==> config.mk <==
export PLATFORM = sky130hd
export DESIGN_NAME = sbsd_top
export DESIGN_NICKNAME = d
export VERILOG_FILES = /design/src/sbsd_pkg.sv /design/src/sbsd_wait_if.sv /design/src/sbsd_top.sv /design/src/sbsd_wait_gen.sv
export VERILOG_INCLUDE_DIRS = /design/src
export SDC_FILE = /design/constraint.sdc
export NUM_CORES = 1
export LEC_CHECK = 0
export BUFFER_PORTS_ARGS = -buffer_cell sky130_fd_sc_hd__clkbuf_2
export CAP_MARGIN = 20
export CORE_MARGIN = 2
export CORE_UTILIZATION = 35
export DETAILED_ROUTE_END_ITERATION = 16
export PLACE_DENSITY = 0.68
export SLEW_MARGIN = 20
export SYNTH_ARGS = -nofsm -noshare
export SYNTH_HDL_FRONTEND = slang
export SYNTH_HIERARCHICAL = 1
export SYNTH_SLANG_ARGS = --single-unit
==> constraint.sdc <==
create_clock -name i_clk -period 7.9 [get_ports i_clk]
set_input_delay 1.58 -clock i_clk [delete_from_list [all_inputs] [get_ports i_clk]]
set_output_delay 1.58 -clock i_clk [all_outputs]
set_load 0.05 [all_outputs]
==> src/sbsd_defs.svh <==
`ifndef SBSD_DEFS_SVH
`define SBSD_DEFS_SVH

// ==========================================================
// host i/o port map
`define SBSD_PORT_LO 16'hfc30
`define SBSD_SERIAL_HI 16'hfc3f
`define SBSD_SEL_PORT 16'hfc40
`define SBSD_PORT_HI 16'hfc41

// ==========================================================
// field positions and widths
`define SBSD_PAGE_MSB 23
`define SBSD_PAGE_LSB 16
`define SBSD_NIB_MSB 3
`define SBSD_NIB_LSB 0

// ==========================================================
// reset values
`define SBSD_SEL_RESET 4'h0
`define SBSD_SELV_RESET 1'b0

// ==========================================================
// wait-state counts, in backplane clock periods; the fetch wait in processor periods
`define SBSD_WAIT_ONE 2'h1
`define SBSD_WAIT_TWO 2'h2
`define SBSD_WAIT_THREE 2'h3
`define SBSD_FETCH_WAITS 1

`endif

==> src/sbsd_pkg.sv <==
package sbsd_pkg;
   // jumper position for host wait states
   typedef enum logic [1:0] {
      SBSD_HW_A,
      SBSD_HW_B,
      SBSD_HW_C,
      SBSD_HW_NONE
   } sbsd_host_wait_t;

   typedef enum logic [1:0] {
      SBSD_FW_IDLE,
      SBSD_FW_WAIT,
      SBSD_FW_HOLD
   } sbsd_fetch_state_t;
endpackage : sbsd_pkg

==> src/sbsd_wait_if.sv <==
`timescale 1ns/1ps
interface sbsd_wait_if;
   logic start;
   logic [1:0] count;
   logic busy;

   modport ctl (output start, output count, input busy);
   modport gen (input start, input count, output busy);
endinterface : sbsd_wait_if

==> src/sbsd_top.sv <==
`timescale 1ns/1ps
`include "sbsd_defs.svh"
// Behaviour
// - switch on reads as 0, switch off reads as 1.
// - card identity is four switch bits, D3 down to D0.
// - decode eighteen shared host i/o ports fc30h to fc41h.
// - host write to fc40h captures low nibble, compared with identity.
// - unselected card ignores serial ports and memory window.
// - eight page switches match a23 down to a16 for the window.
// - page must suit master width: 256 pages at 24 bits, 16 at 20.
// - 256k card still shows only a 64k window to the host.
// - enabled switch adds a wait to every on-board opcode fetch.
// - the opcode-fetch wait lasts exactly one wait state.
// - host accesses get one, two or three waits; two by default.
module sbsd_top
   import sbsd_pkg::*;
(
   input wire logic i_clk,
   input wire logic i_rst_b,
   input wire logic i_bus_tick,
   input wire logic i_cpu_tick,
   input wire logic i_bus_start,
   input wire logic i_bus_end,
   input wire logic i_bus_mem,
   input wire logic i_bus_write,
   input wire logic [23:0] i_addr,
   input wire logic [7:0] i_data,
   input wire logic [3:0] i_identity_switch_bank,
   input wire logic [7:0] i_page_switch_bank,
   input wire logic i_fetch_wait_switch,
   input wire sbsd_pkg::sbsd_host_wait_t i_host_wait_count_setting,
   input wire logic i_opcode_fetch_cycle,
   output logic o_mem_sel,
   output logic [15:0] o_mem_addr,
   output logic o_io_sel,
   output logic [4:0] o_port_index,
   output logic o_serial_sel,
   output logic o_bus_rdy,
   output logic o_card_selected,
   output logic [3:0] o_card_select_latch,
   output logic o_cpu_wait
);
   import sbsd_pkg::*;

   // ==========================================================
   // switch reading
   logic [3:0] card_id;
   logic [7:0] page_id;
   logic fetch_wait_en;

   // paddle on pulls low, so the raw bank already is the value
   assign card_id = i_identity_switch_bank;
   assign page_id = i_page_switch_bank;
   assign fetch_wait_en = ~i_fetch_wait_switch;

   // ==========================================================
   // address decode
   logic [15:0] io_addr;
   logic in_port_range;
   logic is_serial_port;
   logic is_sel_port;
   logic page_hit;
   logic sel_match;
   logic [15:0] port_off;

   assign io_addr = i_addr[15:0];
   assign in_port_range = (io_addr >= `SBSD_PORT_LO) &&
                          (io_addr <= `SBSD_PORT_HI);
   assign is_serial_port = in_port_range &&
                           (io_addr <= `SBSD_SERIAL_HI);
   assign is_sel_port = (io_addr == `SBSD_SEL_PORT);
   assign port_off = io_addr - `SBSD_PORT_LO;
   // a 20-bit master drives a23..a20 low, so only 16 pages reach it
   assign page_hit =
      (i_addr[`SBSD_PAGE_MSB:`SBSD_PAGE_LSB] == page_id);

   // ==========================================================
   // card select latch
   logic [3:0] sel_q;
   logic [3:0] sel_d;
   logic sel_valid_q;
   logic sel_valid_d;
   logic sel_write;

   assign sel_write = i_bus_start && !i_bus_mem && i_bus_write &&
                      is_sel_port;
   assign sel_d = sel_write ? i_data[`SBSD_NIB_MSB:`SBSD_NIB_LSB] :
                  sel_q;
   assign sel_valid_d = sel_valid_q || sel_write;
   assign sel_match = sel_valid_q && (sel_q == card_id);

   always_ff @(posedge i_clk or negedge i_rst_b) begin
      if (!i_rst_b) begin
         sel_q <= `SBSD_SEL_RESET;
         sel_valid_q <= `SBSD_SELV_RESET;
      end else begin
         sel_q <= sel_d;
         sel_valid_q <= sel_valid_d;
      end
   end

   // ==========================================================
   // cycle claim
   // the select port answers on every card so that the host can
   // always change the selection; the rest needs a match
   logic claim_mem;
   logic claim_io;
   logic claim_serial;
   logic mem_sel_q;
   logic mem_sel_d;
   logic io_sel_q;
   logic io_sel_d;
   logic serial_sel_q;
   logic serial_sel_d;
   logic [15:0] mem_addr_q;
   logic [15:0] mem_addr_d;
   logic [4:0] port_idx_q;
   logic [4:0] port_idx_d;

   assign claim_mem = i_bus_start && i_bus_mem && page_hit &&
                      sel_match;
   assign claim_io = i_bus_start && !i_bus_mem && in_port_range &&
                     (is_sel_port || sel_match);
   assign claim_serial = claim_io && is_serial_port &&
                         sel_match;

   assign mem_sel_d = claim_mem ? 1'b1 :
                      i_bus_end ? 1'b0 : mem_sel_q;
   assign io_sel_d = claim_io ? 1'b1 :
                     i_bus_end ? 1'b0 : io_sel_q;
   assign serial_sel_d = claim_serial ? 1'b1 :
                         i_bus_end ? 1'b0 : serial_sel_q;
   // only 64k is offered whatever the fitted memory size
   assign mem_addr_d = claim_mem ? i_addr[15:0] : mem_addr_q;
   assign port_idx_d = claim_io ? port_off[4:0] : port_idx_q;

   always_ff @(posedge i_clk or negedge i_rst_b) begin
      if (!i_rst_b) begin
         mem_sel_q <= 1'b0;
         io_sel_q <= 1'b0;
         serial_sel_q <= 1'b0;
         mem_addr_q <= 16'h0000;
         port_idx_q <= 5'h00;
      end else begin
         mem_sel_q <= mem_sel_d;
         io_sel_q <= io_sel_d;
         serial_sel_q <= serial_sel_d;
         mem_addr_q <= mem_addr_d;
         port_idx_q <= port_idx_d;
      end
   end

   // ==========================================================
   // host wait states
   sbsd_wait_if hw ();
   logic [1:0] host_waits;

   assign host_waits =
      (i_host_wait_count_setting == SBSD_HW_A) ? `SBSD_WAIT_ONE :
      (i_host_wait_count_setting == SBSD_HW_C) ? `SBSD_WAIT_THREE :
      `SBSD_WAIT_TWO;
   assign hw.start = claim_mem || claim_io;
   assign hw.count = host_waits;

   sbsd_wait_gen u_host_wait (
      .i_clk(i_clk),
      .i_rst_b(i_rst_b),
      .i_bus_tick(i_bus_tick),
      .w(hw)
   );

   // ready drops in the claim cycle itself so no edge is missed
   assign o_bus_rdy = !(hw.start || hw.busy);

   // ==========================================================
   // on-board opcode fetch wait
   sbsd_fetch_state_t fstate_q;
   sbsd_fetch_state_t fstate_d;
   logic fetch_q;
   logic fetch_rise;

   assign fetch_rise = i_opcode_fetch_cycle && !fetch_q;

   always_comb begin
      fstate_d = fstate_q;
      case (fstate_q)
         SBSD_FW_IDLE: begin
            if (fetch_rise && fetch_wait_en) begin
               fstate_d = SBSD_FW_WAIT;
            end
         end
         SBSD_FW_WAIT: begin
            // one processor period, then release
            if (i_cpu_tick) begin
               fstate_d = SBSD_FW_HOLD;
            end
         end
         SBSD_FW_HOLD: begin
            if (!i_opcode_fetch_cycle) begin
               fstate_d = SBSD_FW_IDLE;
            end
         end
         default: begin
            fstate_d = SBSD_FW_IDLE;
         end
      endcase
   end

   always_ff @(posedge i_clk or negedge i_rst_b) begin
      if (!i_rst_b) begin
         fstate_q <= SBSD_FW_IDLE;
         fetch_q <= 1'b0;
      end else begin
         fstate_q <= fstate_d;
         fetch_q <= i_opcode_fetch_cycle;
      end
   end

   assign o_cpu_wait = (fstate_q == SBSD_FW_WAIT);

   // ==========================================================
   // outputs
   assign o_mem_sel = mem_sel_q;
   assign o_mem_addr = mem_addr_q;
   assign o_io_sel = io_sel_q;
   assign o_serial_sel = serial_sel_q;
   assign o_port_index = port_idx_q;
   assign o_card_selected = sel_match;
   assign o_card_select_latch = sel_q;
endmodule : sbsd_top

==> src/sbsd_wait_gen.sv <==
`timescale 1ns/1ps
`include "sbsd_defs.svh"
module sbsd_wait_gen (
   input wire logic i_clk,
   input wire logic i_rst_b,
   input wire logic i_bus_tick,
   sbsd_wait_if.gen w
);
   logic [1:0] left_q;
   logic [1:0] left_d;
   logic tick_dec;

   // ==========================================================
   // countdown of backplane periods
   assign tick_dec = i_bus_tick && (left_q != 2'h0);
   assign left_d = w.start ? w.count :
                   tick_dec ? left_q - 2'h1 : left_q;
   assign w.busy = (left_q != 2'h0);

   always_ff @(posedge i_clk or negedge i_rst_b) begin
      if (!i_rst_b) begin
         left_q <= 2'h0;
      end else begin
         left_q <= left_d;
      end
   end
endmodule : sbsd_wait_gen

## Word-level counts from Yosys, hierarchy flattened

Index checks and enable logic that the tools add are counted.

- Word-level logic and storage cells: 68
- Memory bits (read-only): 0
- Output and inout bits: 31
- Latch bits: 0
- RAM bits: 0
- Flip-flop bits (word level): 34
- Memories: 0
- Input port bits: 56

- Shift operators: 0
- Reduce and logical (&&, ||, !) cells: 31
- $mul: 0
- Bitwise operators: 1
- Muxes and demuxes: 12
- Eq/ne operators: 9
- Divide/modulo/power cells: 0
- Magnitude comparators: 3
- Add/subtract/negate cells: 2

Operator list:

| operator | number |
|---|---|
| less-or-equal comparator 16 bit (second input constant) | 2 |
| equality test 16 bit (second input constant) | 1 |
| greater-or-equal comparator 16 bit (second input constant) | 1 |
| logical AND 1 bit | 16 |
| two-way mux 2 bit | 6 |
| nonzero test 2 bit | 5 |
| equality test 8 bit | 1 |
| != test 2 bit (second input constant) | 3 |
| one-hot mux 2 bit (3 select lines) | 1 |
| two-way mux 1 bit | 5 |
| subtractor 5 bit (second input constant) | 1 |
| equality test 2 bit (second input constant) | 2 |
| equality test 4 bit | 1 |
| logical NOT 2 bit | 2 |
| logical OR 1 bit | 4 |
| logical NOT 1 bit | 3 |
| AND reduction 3 bit | 1 |
| equality test 2 x 1 -> 1 bit (second input constant) | 1 |
| subtractor 2 x 1 -> 2 bit (second input constant) | 1 |
| inverter 1 bit | 1 |

## Logic depth before layout (Yosys ltp)

Gate-level depths: netlist (run 1).

- Depth after elaboration: 7
- Mapped depth: 6
- Mapped depth without buffers: 6

## Hierarchy

The synthesis (run 1) kept the hierarchy.

By module, submodules not included:

| module | area each (µm²) | cells an instance | instances | seq. area each (µm²) |
|---|---|---|---|---|
| sbsd_top | 1,537.7 | 126 | 1 | 800.8 |
| sbsd_wait_gen | 135.1 | 13 | 1 | 50.0 |

## Least setup slack after synthesis (run 1)

No wires, ideal clock.

- Kind: input port to output port
- Start: input port i_addr[13]
- End: output port o_bus_rdy
- Required time: 6.320 ns
- Cell stages on the path: 5
- Setup slack: 2.966 ns
- Buffers on the path: 0
- Arrival time: 3.354 ns
- Cells stage by stage: nand4_1 -> or4_1 -> or4_1 -> a22oi_1 -> nor2_1

- Longest elaborated chain between the ends: 7
- Elaborated cells on any way between the ends: 10
- Classes of those cells: order compare: 2; eq/ne: 1; reduce/logical: 7

RTL lines:

| element | line | RTL |
|---|---|---|
| start, declared | sbsd_top.sv:26 | `input wire logic [23:0] i_addr,` |
| greater-or-equal comparator 16 bit (no line) or less-or-equal comparator 16 bit (tied branches) | - |  |
| logical AND 1 bit | sbsd_top.sv:67 | `` assign in_port_range = (io_addr >= `SBSD_PORT_LO) && `` |
| logical AND 1 bit | sbsd_top.sv:122 | `assign claim_io = i_bus_start && !i_bus_mem && in_port_range &&` |
| logical AND 1 bit (*) | sbsd_top.sv:122 |  |
| logical OR 1 bit (*) | sbsd_top.sv:162 | `assign hw.start = claim_mem \|\| claim_io;` |
| via hw.start | sbsd_wait_if.sv:3 | `logic start;` |
| logical OR 1 bit (*) | sbsd_top.sv:173 | `assign o_bus_rdy = !(hw.start \|\| hw.busy);` |
| logical NOT 1 bit (*) | sbsd_top.sv:173 |  |
| end, declared | sbsd_top.sv:38 | `output logic o_bus_rdy,` |

The timed path passes the listed nets; every way through them passes the cells marked *.

## Worst setup path after layout (run 1)

Same ends and word-level chain as after synthesis.

==> results.py, run 1 <==
metrics = {
    "timing": {
        "timing.fmax_mhz": 189,
        "setup_tns_ns": 0,
        "rsz0062_at_grt": "false",
        "slew_violations": 0,
        "hold_viol_final": 0,
        "fin_crit_ns": 5.28,
        "hold_slack_ns": 0.460,
        "setup_viol": 0,
        "max_slew.worst_pin.slew_ns": 0.827,
        "final.setup_skew_ns": 0.00481,
        "fin_crit_sh_pct": 66.9,
        "max_slew_margin_pct": 44.9,
    },
    "die": {
        "die_area_sq_mm": 0.00535,
        "start_util_pct": 35.9,
        "fp.dieW_um": 73.1,
        "rows": 25,
        "ioPinCount": 87,
        "core_area_sq_mm": 0.00466,
        "die_h_um": 73.1,
    },
    "synthesis": {
        "synth-simple-area-share_pct": 15.9,
        "yosysSeqAreaShare_pct": 50.9,
        "synth_xor_area_share_pct": 4.71,
        "synth_edf_count": 0,
        "synth_nets": 196,
        "async_flop_share_pct": 100,
        "synthCells": 139,
        "dominantRegCellSynth": "dfrtp_1",
        "synth-compound-area-share_pct": 9.20,
        "synth_fa_ha_area_share_pct": 0.748,
        "synth_area_per_cell_sq_um": 12.0,
        "ys_types": 41,
        "muxShareOfSynthArea_pct": 15.0,
        "yosysWarnings": 6,
        "synth_top_family_by_area": "simple AND/OR/NAND/NOR gates",
        "synth-seq-cells": 34,
        "synthesis.area_sq_mm": 0.00167,
    },
    "route": {
        "vias_per_cell": 4.95,
        "drtPass1Iterations": 4,
        "totalWireLength_um": 3820,
        "drt-wirelength-per-cell_um": 13.6,
        "route.detailed.drc": 0,
        "vias": 1390,
        "drt.antenna.violating_nets": 0,
        "initialDrtViolationCount": 42,
    },
    "final_layout": {
        "drive_gt1_share_pct": 53.3,
        "area_growth_pct": 33.1,
        "multiInputGateArea_sq_um": 761,
        "seqCellArea_sq_um": 851,
        "antenna-diode-count": 0,
        "fillers": 447,
        "nets": 283,
    },
    "global_route": {
        "grt_first_pass_wirelength_um": 6010,
        "grt_util_all_layers_pct": 15.0,
        "grt_pass1_vias": 1378,
        "overflow": 0,
        "antenna_found_initial": 0,
        "grt_max_degree": 35,
    },
    "run": {
        "max_cap_violations": 0,
    },
    "setup_path": {
        "critical_path_class": "in2out",
        "reg2reg_from": "o_card_select_latch[1]$_DFFE_PN0P_",
        "cp-start-kind": "input port",
        "r2r-end": "u_host_wait/left_q[0]$_DFFE_PN0P_",
        "cp.required_ns": 6.32,
        "rrSetupSlack_ns": 5.53,
        "r2r_cells": 6,
        "max_stage_delay_ns": 0.54,
        "endpoint_kind": "primary output",
        "path_max_fanout": 7,
        "path_cells": "clkbuf_2 > nand4_1 > or4_1 > or4_1 > a22oi_1 > nor2_1 > clkbuf_2",
        "cp_top_family": "simple AND/OR/NAND/NOR gates",
        "cp_num_buf_inv": 2,
        "crit_arrival_ns": 3.70,
        "cpMaxStageDelayCell": "or4_1",
    },
    "run_status": {
        "status": "completed",
    },
    "clock_tree": {
        "cts_setup_buffers": 0,
        "insertion_delay_ns": 0.28,
        "tritoncts": "built",
        "clkSlewWorstSetupHoldPaths_ns": 0.06,
        "cts_hold_buf": 0,
        "cts_buffers": 5,
        "cts.sinks": 34,
        "cts-resized-gates": 0,
        "cts.htree.levels": 2,
        "root_buffer": "clkbuf_8",
        "clockBufferDepth": 2,
    },
    "place": {
        "place_congestion": 0.770,
        "hpwlAfterDp_um": 3050,
        "io_buffers": 82,
    },
    "power": {
        "power_density_mw_per_mm2": 175,
        "vdd_drop_max_mv": 0.0665,
        "p_leak_nw": 1.22,
    },
    "worst_hold_path": {
        "min_to": "fstate_q[0]$_DFFE_PN0P_",
        "worstHoldPathType": "reg2reg",
        "min_from": "fstate_q[1]$_DFFE_PN0P_",
        "min_path_cells": 1,
    },
}
worst register-to-register path: stages (launching register included):
cell and delay [ns]:
dfrtp_1 0.36, inv_1 0.06, a22o_1 0.22, or4_4 0.56
a22oi_1 0.48, and2b_4 0.26, a221o_1 0.31
worst max-delay path by stage:
stage                    start         to  slack, ns  cells after the start
CTS                 i_addr[13]  o_bus_rdy       2.57                      7
global route         i_addr[4]  o_bus_rdy       2.35                      7
detailed placement  i_addr[13]  o_bus_rdy       2.56                      7
finish              i_addr[13]  o_bus_rdy       2.62                      7
floorplan           i_addr[13]  o_bus_rdy       2.97                      5
global placement    i_addr[13]  o_bus_rdy       2.63                      7
power by group:
group	internal, mW	switching [mW]	total [mW]
combinational	0.0340	0.0418	0.0758
clock	0.0702	0.0598	0.130
sequential	0.181	0.00383	0.184
total	0.285	0.105	0.390
synthesized netlist by cell type (3+ instances only):
master	instances	area [sq um]
or2_2	3	18.8
dfrtp_1	34	851
nor4b_1	3	26.3
nand2_1	3	11.3
or4_1	5	37.5
nand2b_1	4	25.0
inv_1	12	45.0
o21ai_0	3	15.0
xor2_1	8	70.1
a22o_2	3	30.0
nor2_1	7	26.3
mux2_2	20	225
per-layer routing:
metal  global-route usage [%]  share of wire [%]  wire (um)  up-vias
li1                         -                  -          -      675
met1                     17.3                 42       1620      656
met2                     25.3                 48       1840       54
met3                     4.97                7.6        290        5
met4                     6.79                1.9         73        0
met5                        0                  0          0        -
stage by stage:
step                setup slack [ns]  instance area [sq um]  power, mW  util, %  std cells
global route                    2.35                   2230      0.418     47.8        281
floorplan                       2.97                   1670      0.235        -        139
finish                          2.62                   2230      0.390     47.8        281
detailed placement              2.56                   2130      0.264     45.8        273
CTS                             2.57                   2230      0.398     47.8        281
global placement                2.63                   2130      0.263     45.8        273
layout by cell type (no fill, tap or decap), drive strengths merged, types with 3 or more instances in the layout:
master   n
dfrtp   34
nand2    3
nand2b   4
clkbuf  89
xor2     8
inv     12
nor2     8
mux2    21
nor4b    3
or2      3
or4      6
o21ai    3
a22o     5
sequential cells by signal, indices dropped and copies added (netlist names):
register,cells
o_mem_addr,16
o_port_index,5
o_card_select_latch,4
fstate_q,2
u_host_wait/left_q,2
fetch_q,1
o_io_sel,1
o_mem_sel,1
o_serial_sel,1
sel_valid_q,1
cell type report:
class	instances	share of cell area (%)
flip-flops and latches	34	38.2
multi-input cells	91	34.2
repair buffers	82	18.4
inverters	12	2.02
clock inverters	1	0.225
clock buffers	7	3.88
well taps	54	3.04
cell families (layout without fill, tap and decap cells):
group / count (synthesis) / after routing
flip-flops: 34 / 34
buffers and inverters: 14 / 102
multiplexers: 22 / 22
adder cells (fa/ha/maj): 1 / 1
AND/OR/NAND/NOR: 41 / 41
XOR/XNOR: 9 / 9
AO/OA/AOI/OAI: 18 / 18
(Power assumes the default switching activity.)
==> run 2: changes to the inputs <==
Clock period 7.9 ns to 4.95 ns, I/O delays scaled along.
==> run 2 against run 1 <==
Against the previous run: critical path depth unchanged; first-iteration DRC count up 98%; sequential power up 60%; count of clock-buffer cells in the layout down 2; clock skew down 0.0015 ns; critical endpoint unchanged; routed wire length down 3.1%; register-to-register slack worse by 2.9 ns; die area unchanged; final area down 0.56%.
==> results.py, run 2 (synthesized netlist as in run 1, its figures left out) <==
metrics = {
    "route": {
        "vias_per_cell": 4.95,
        "vias": 1387,
        "totalWireLength_um": 3700,
        "drtPass1Iterations": 4,
        "initialDrtViolationCount": 83,
        "drt-wirelength-per-cell_um": 13.2,
        "drt.antenna.violating_nets": 0,
        "route.detailed.drc": 0,
    },
    "global_route": {
        "antenna_found_initial": 0,
        "grt_first_pass_wirelength_um": 5810,
        "grt_util_all_layers_pct": 14.4,
        "grt_max_degree": 35,
        "grt_pass1_vias": 1318,
        "overflow": 0,
    },
    "timing": {
        "max_slew.worst_pin.slew_ns": 0.843,
        "fin_crit_sh_pct": 82.2,
        "max_slew_margin_pct": 43.8,
        "setup_tns_ns": 0,
        "hold_slack_ns": 0.458,
        "layout_setup_ws_ns": 0.883,
        "final.setup_skew_ns": 0.00330,
        "fin_crit_ns": 4.07,
        "setup_viol": 0,
        "hold_viol_final": 0,
        "slew_violations": 0,
        "timing.fmax_mhz": 246,
        "rsz0062_at_grt": "false",
    },
    "clock_tree": {
        "root_buffer": "clkbuf_8",
        "cts_buffers": 5,
        "insertion_delay_ns": 0.28,
        "cts.htree.levels": 2,
        "clkSlewWorstSetupHoldPaths_ns": 0.06,
        "cts.sinks": 34,
        "clockBufferDepth": 2,
        "cts-resized-gates": 0,
        "cts_setup_buffers": 0,
        "tritoncts": "built",
        "cts_hold_buf": 0,
    },
    "final_layout": {
        "antenna-diode-count": 0,
        "final_common_cell": "clkbuf_2",
        "final_cells": 280,
        "final_cell_mix": "clkbuf_2 (82), dfrtp_1 (34), mux2_2 (20)",
        "final_core_util_pct": 47.5,
        "largest_register_ff_count": 16,
        "nets": 283,
        "drive_gt1_share_pct": 53.5,
        "fin_area_sq_mm": 0.00221,
        "area_growth_pct": 32.3,
    },
    "setup_path": {
        "crit_arrival_ns": 3.08,
        "critical_path_class": "in2out",
        "reg2reg_from": "o_card_select_latch[1]$_DFFE_PN0P_",
        "cp-start-kind": "input port",
        "endpoint_kind": "primary output",
        "cp.required_ns": 3.96,
        "critPathLaunch": "i_addr[12]",
        "r2r_cells": 6,
        "path_max_fanout": 7,
    },
    "die": {
        "start_util_pct": 35.9,
        "rows": 25,
        "ioPinCount": 87,
        "die_h_um": 73.1,
        "core_area_sq_mm": 0.00466,
        "die_area_sq_mm": 0.00535,
        "fp.dieW_um": 73.1,
    },
    "power": {
        "vdd_drop_max_mv": 0.117,
        "p_total_mw": 0.603,
        "p_leak_nw": 1.21,
        "power_density_mw_per_mm2": 272,
    },
    "worst_hold_path": {
        "min_from": "fstate_q[1]$_DFFE_PN0P_",
        "min_path_cells": 1,
        "worstHoldPathType": "reg2reg",
    },
    "place": {
        "io_buffers": 82,
        "hpwlAfterDp_um": 2970,
        "dp.cells": 273,
        "place_congestion": 0.770,
        "dpl_worst_slack_ns": 0.852,
        "placed_area_sq_mm": 0.00213,
    },
    "run": {
        "max_cap_violations": 0,
    },
    "run_status": {
        "status": "completed",
    },
}
==> run 2: cell types whose count changed in the layout (fill, tap and decap cells not counted) <==
cell and change:
clkbuf_1 -1, clkbuf_8 -1, clkinv_2 +1
==> run 2: critical path, stage by stage <==
cell and delay [ns]:
clkbuf_2 0.09, nand4_1 0.17, or4_1 0.51, or4_1 0.55, a22oi_1 0.45, nor2_1 0.07, clkbuf_2 0.25
==> run 2: final timing paths <==
kind	endpoint	slack, ns
worst max register to register	u_host_wait/left_q[0]$_DFFE_PN0P_	2.62
max in group asynchronous	fstate_q[1]$_DFFE_PN0P_	3.62
min in group asynchronous	o_io_sel$_DFFE_PN0P_	0.81
worst min-delay path	fstate_q[0]$_DFFE_PN0P_	0.46
worst max-delay path	o_bus_rdy	0.88
worst min register to register	fstate_q[0]$_DFFE_PN0P_	0.46
==> run 2: routing by layer <==
layer	up-vias	part of all wire [%]	track usage, %
li1	676	-	-
met1	654	43	17.3
met2	54	48	23.6
met3	3	7.9	4.83
met4	0	0.62	5.56
met5	-	0	0
==> run 2: cell type report <==
cell class,instances,area (sq um)
Fill cell,454,2450
Sequential cell,34,851
Multi-Input combinational cell,91,761
Timing Repair Buffer,82,410
Clock buffer,5,68.8
Tap cell,54,67.6
Inverter,12,45.0
Clock inverter,2,10.0
==> run 2: report_power, final <==
group          internal (mW)  switching, mW
clock network         0.0942         0.0938
logic                 0.0546         0.0657
registers              0.288        0.00651
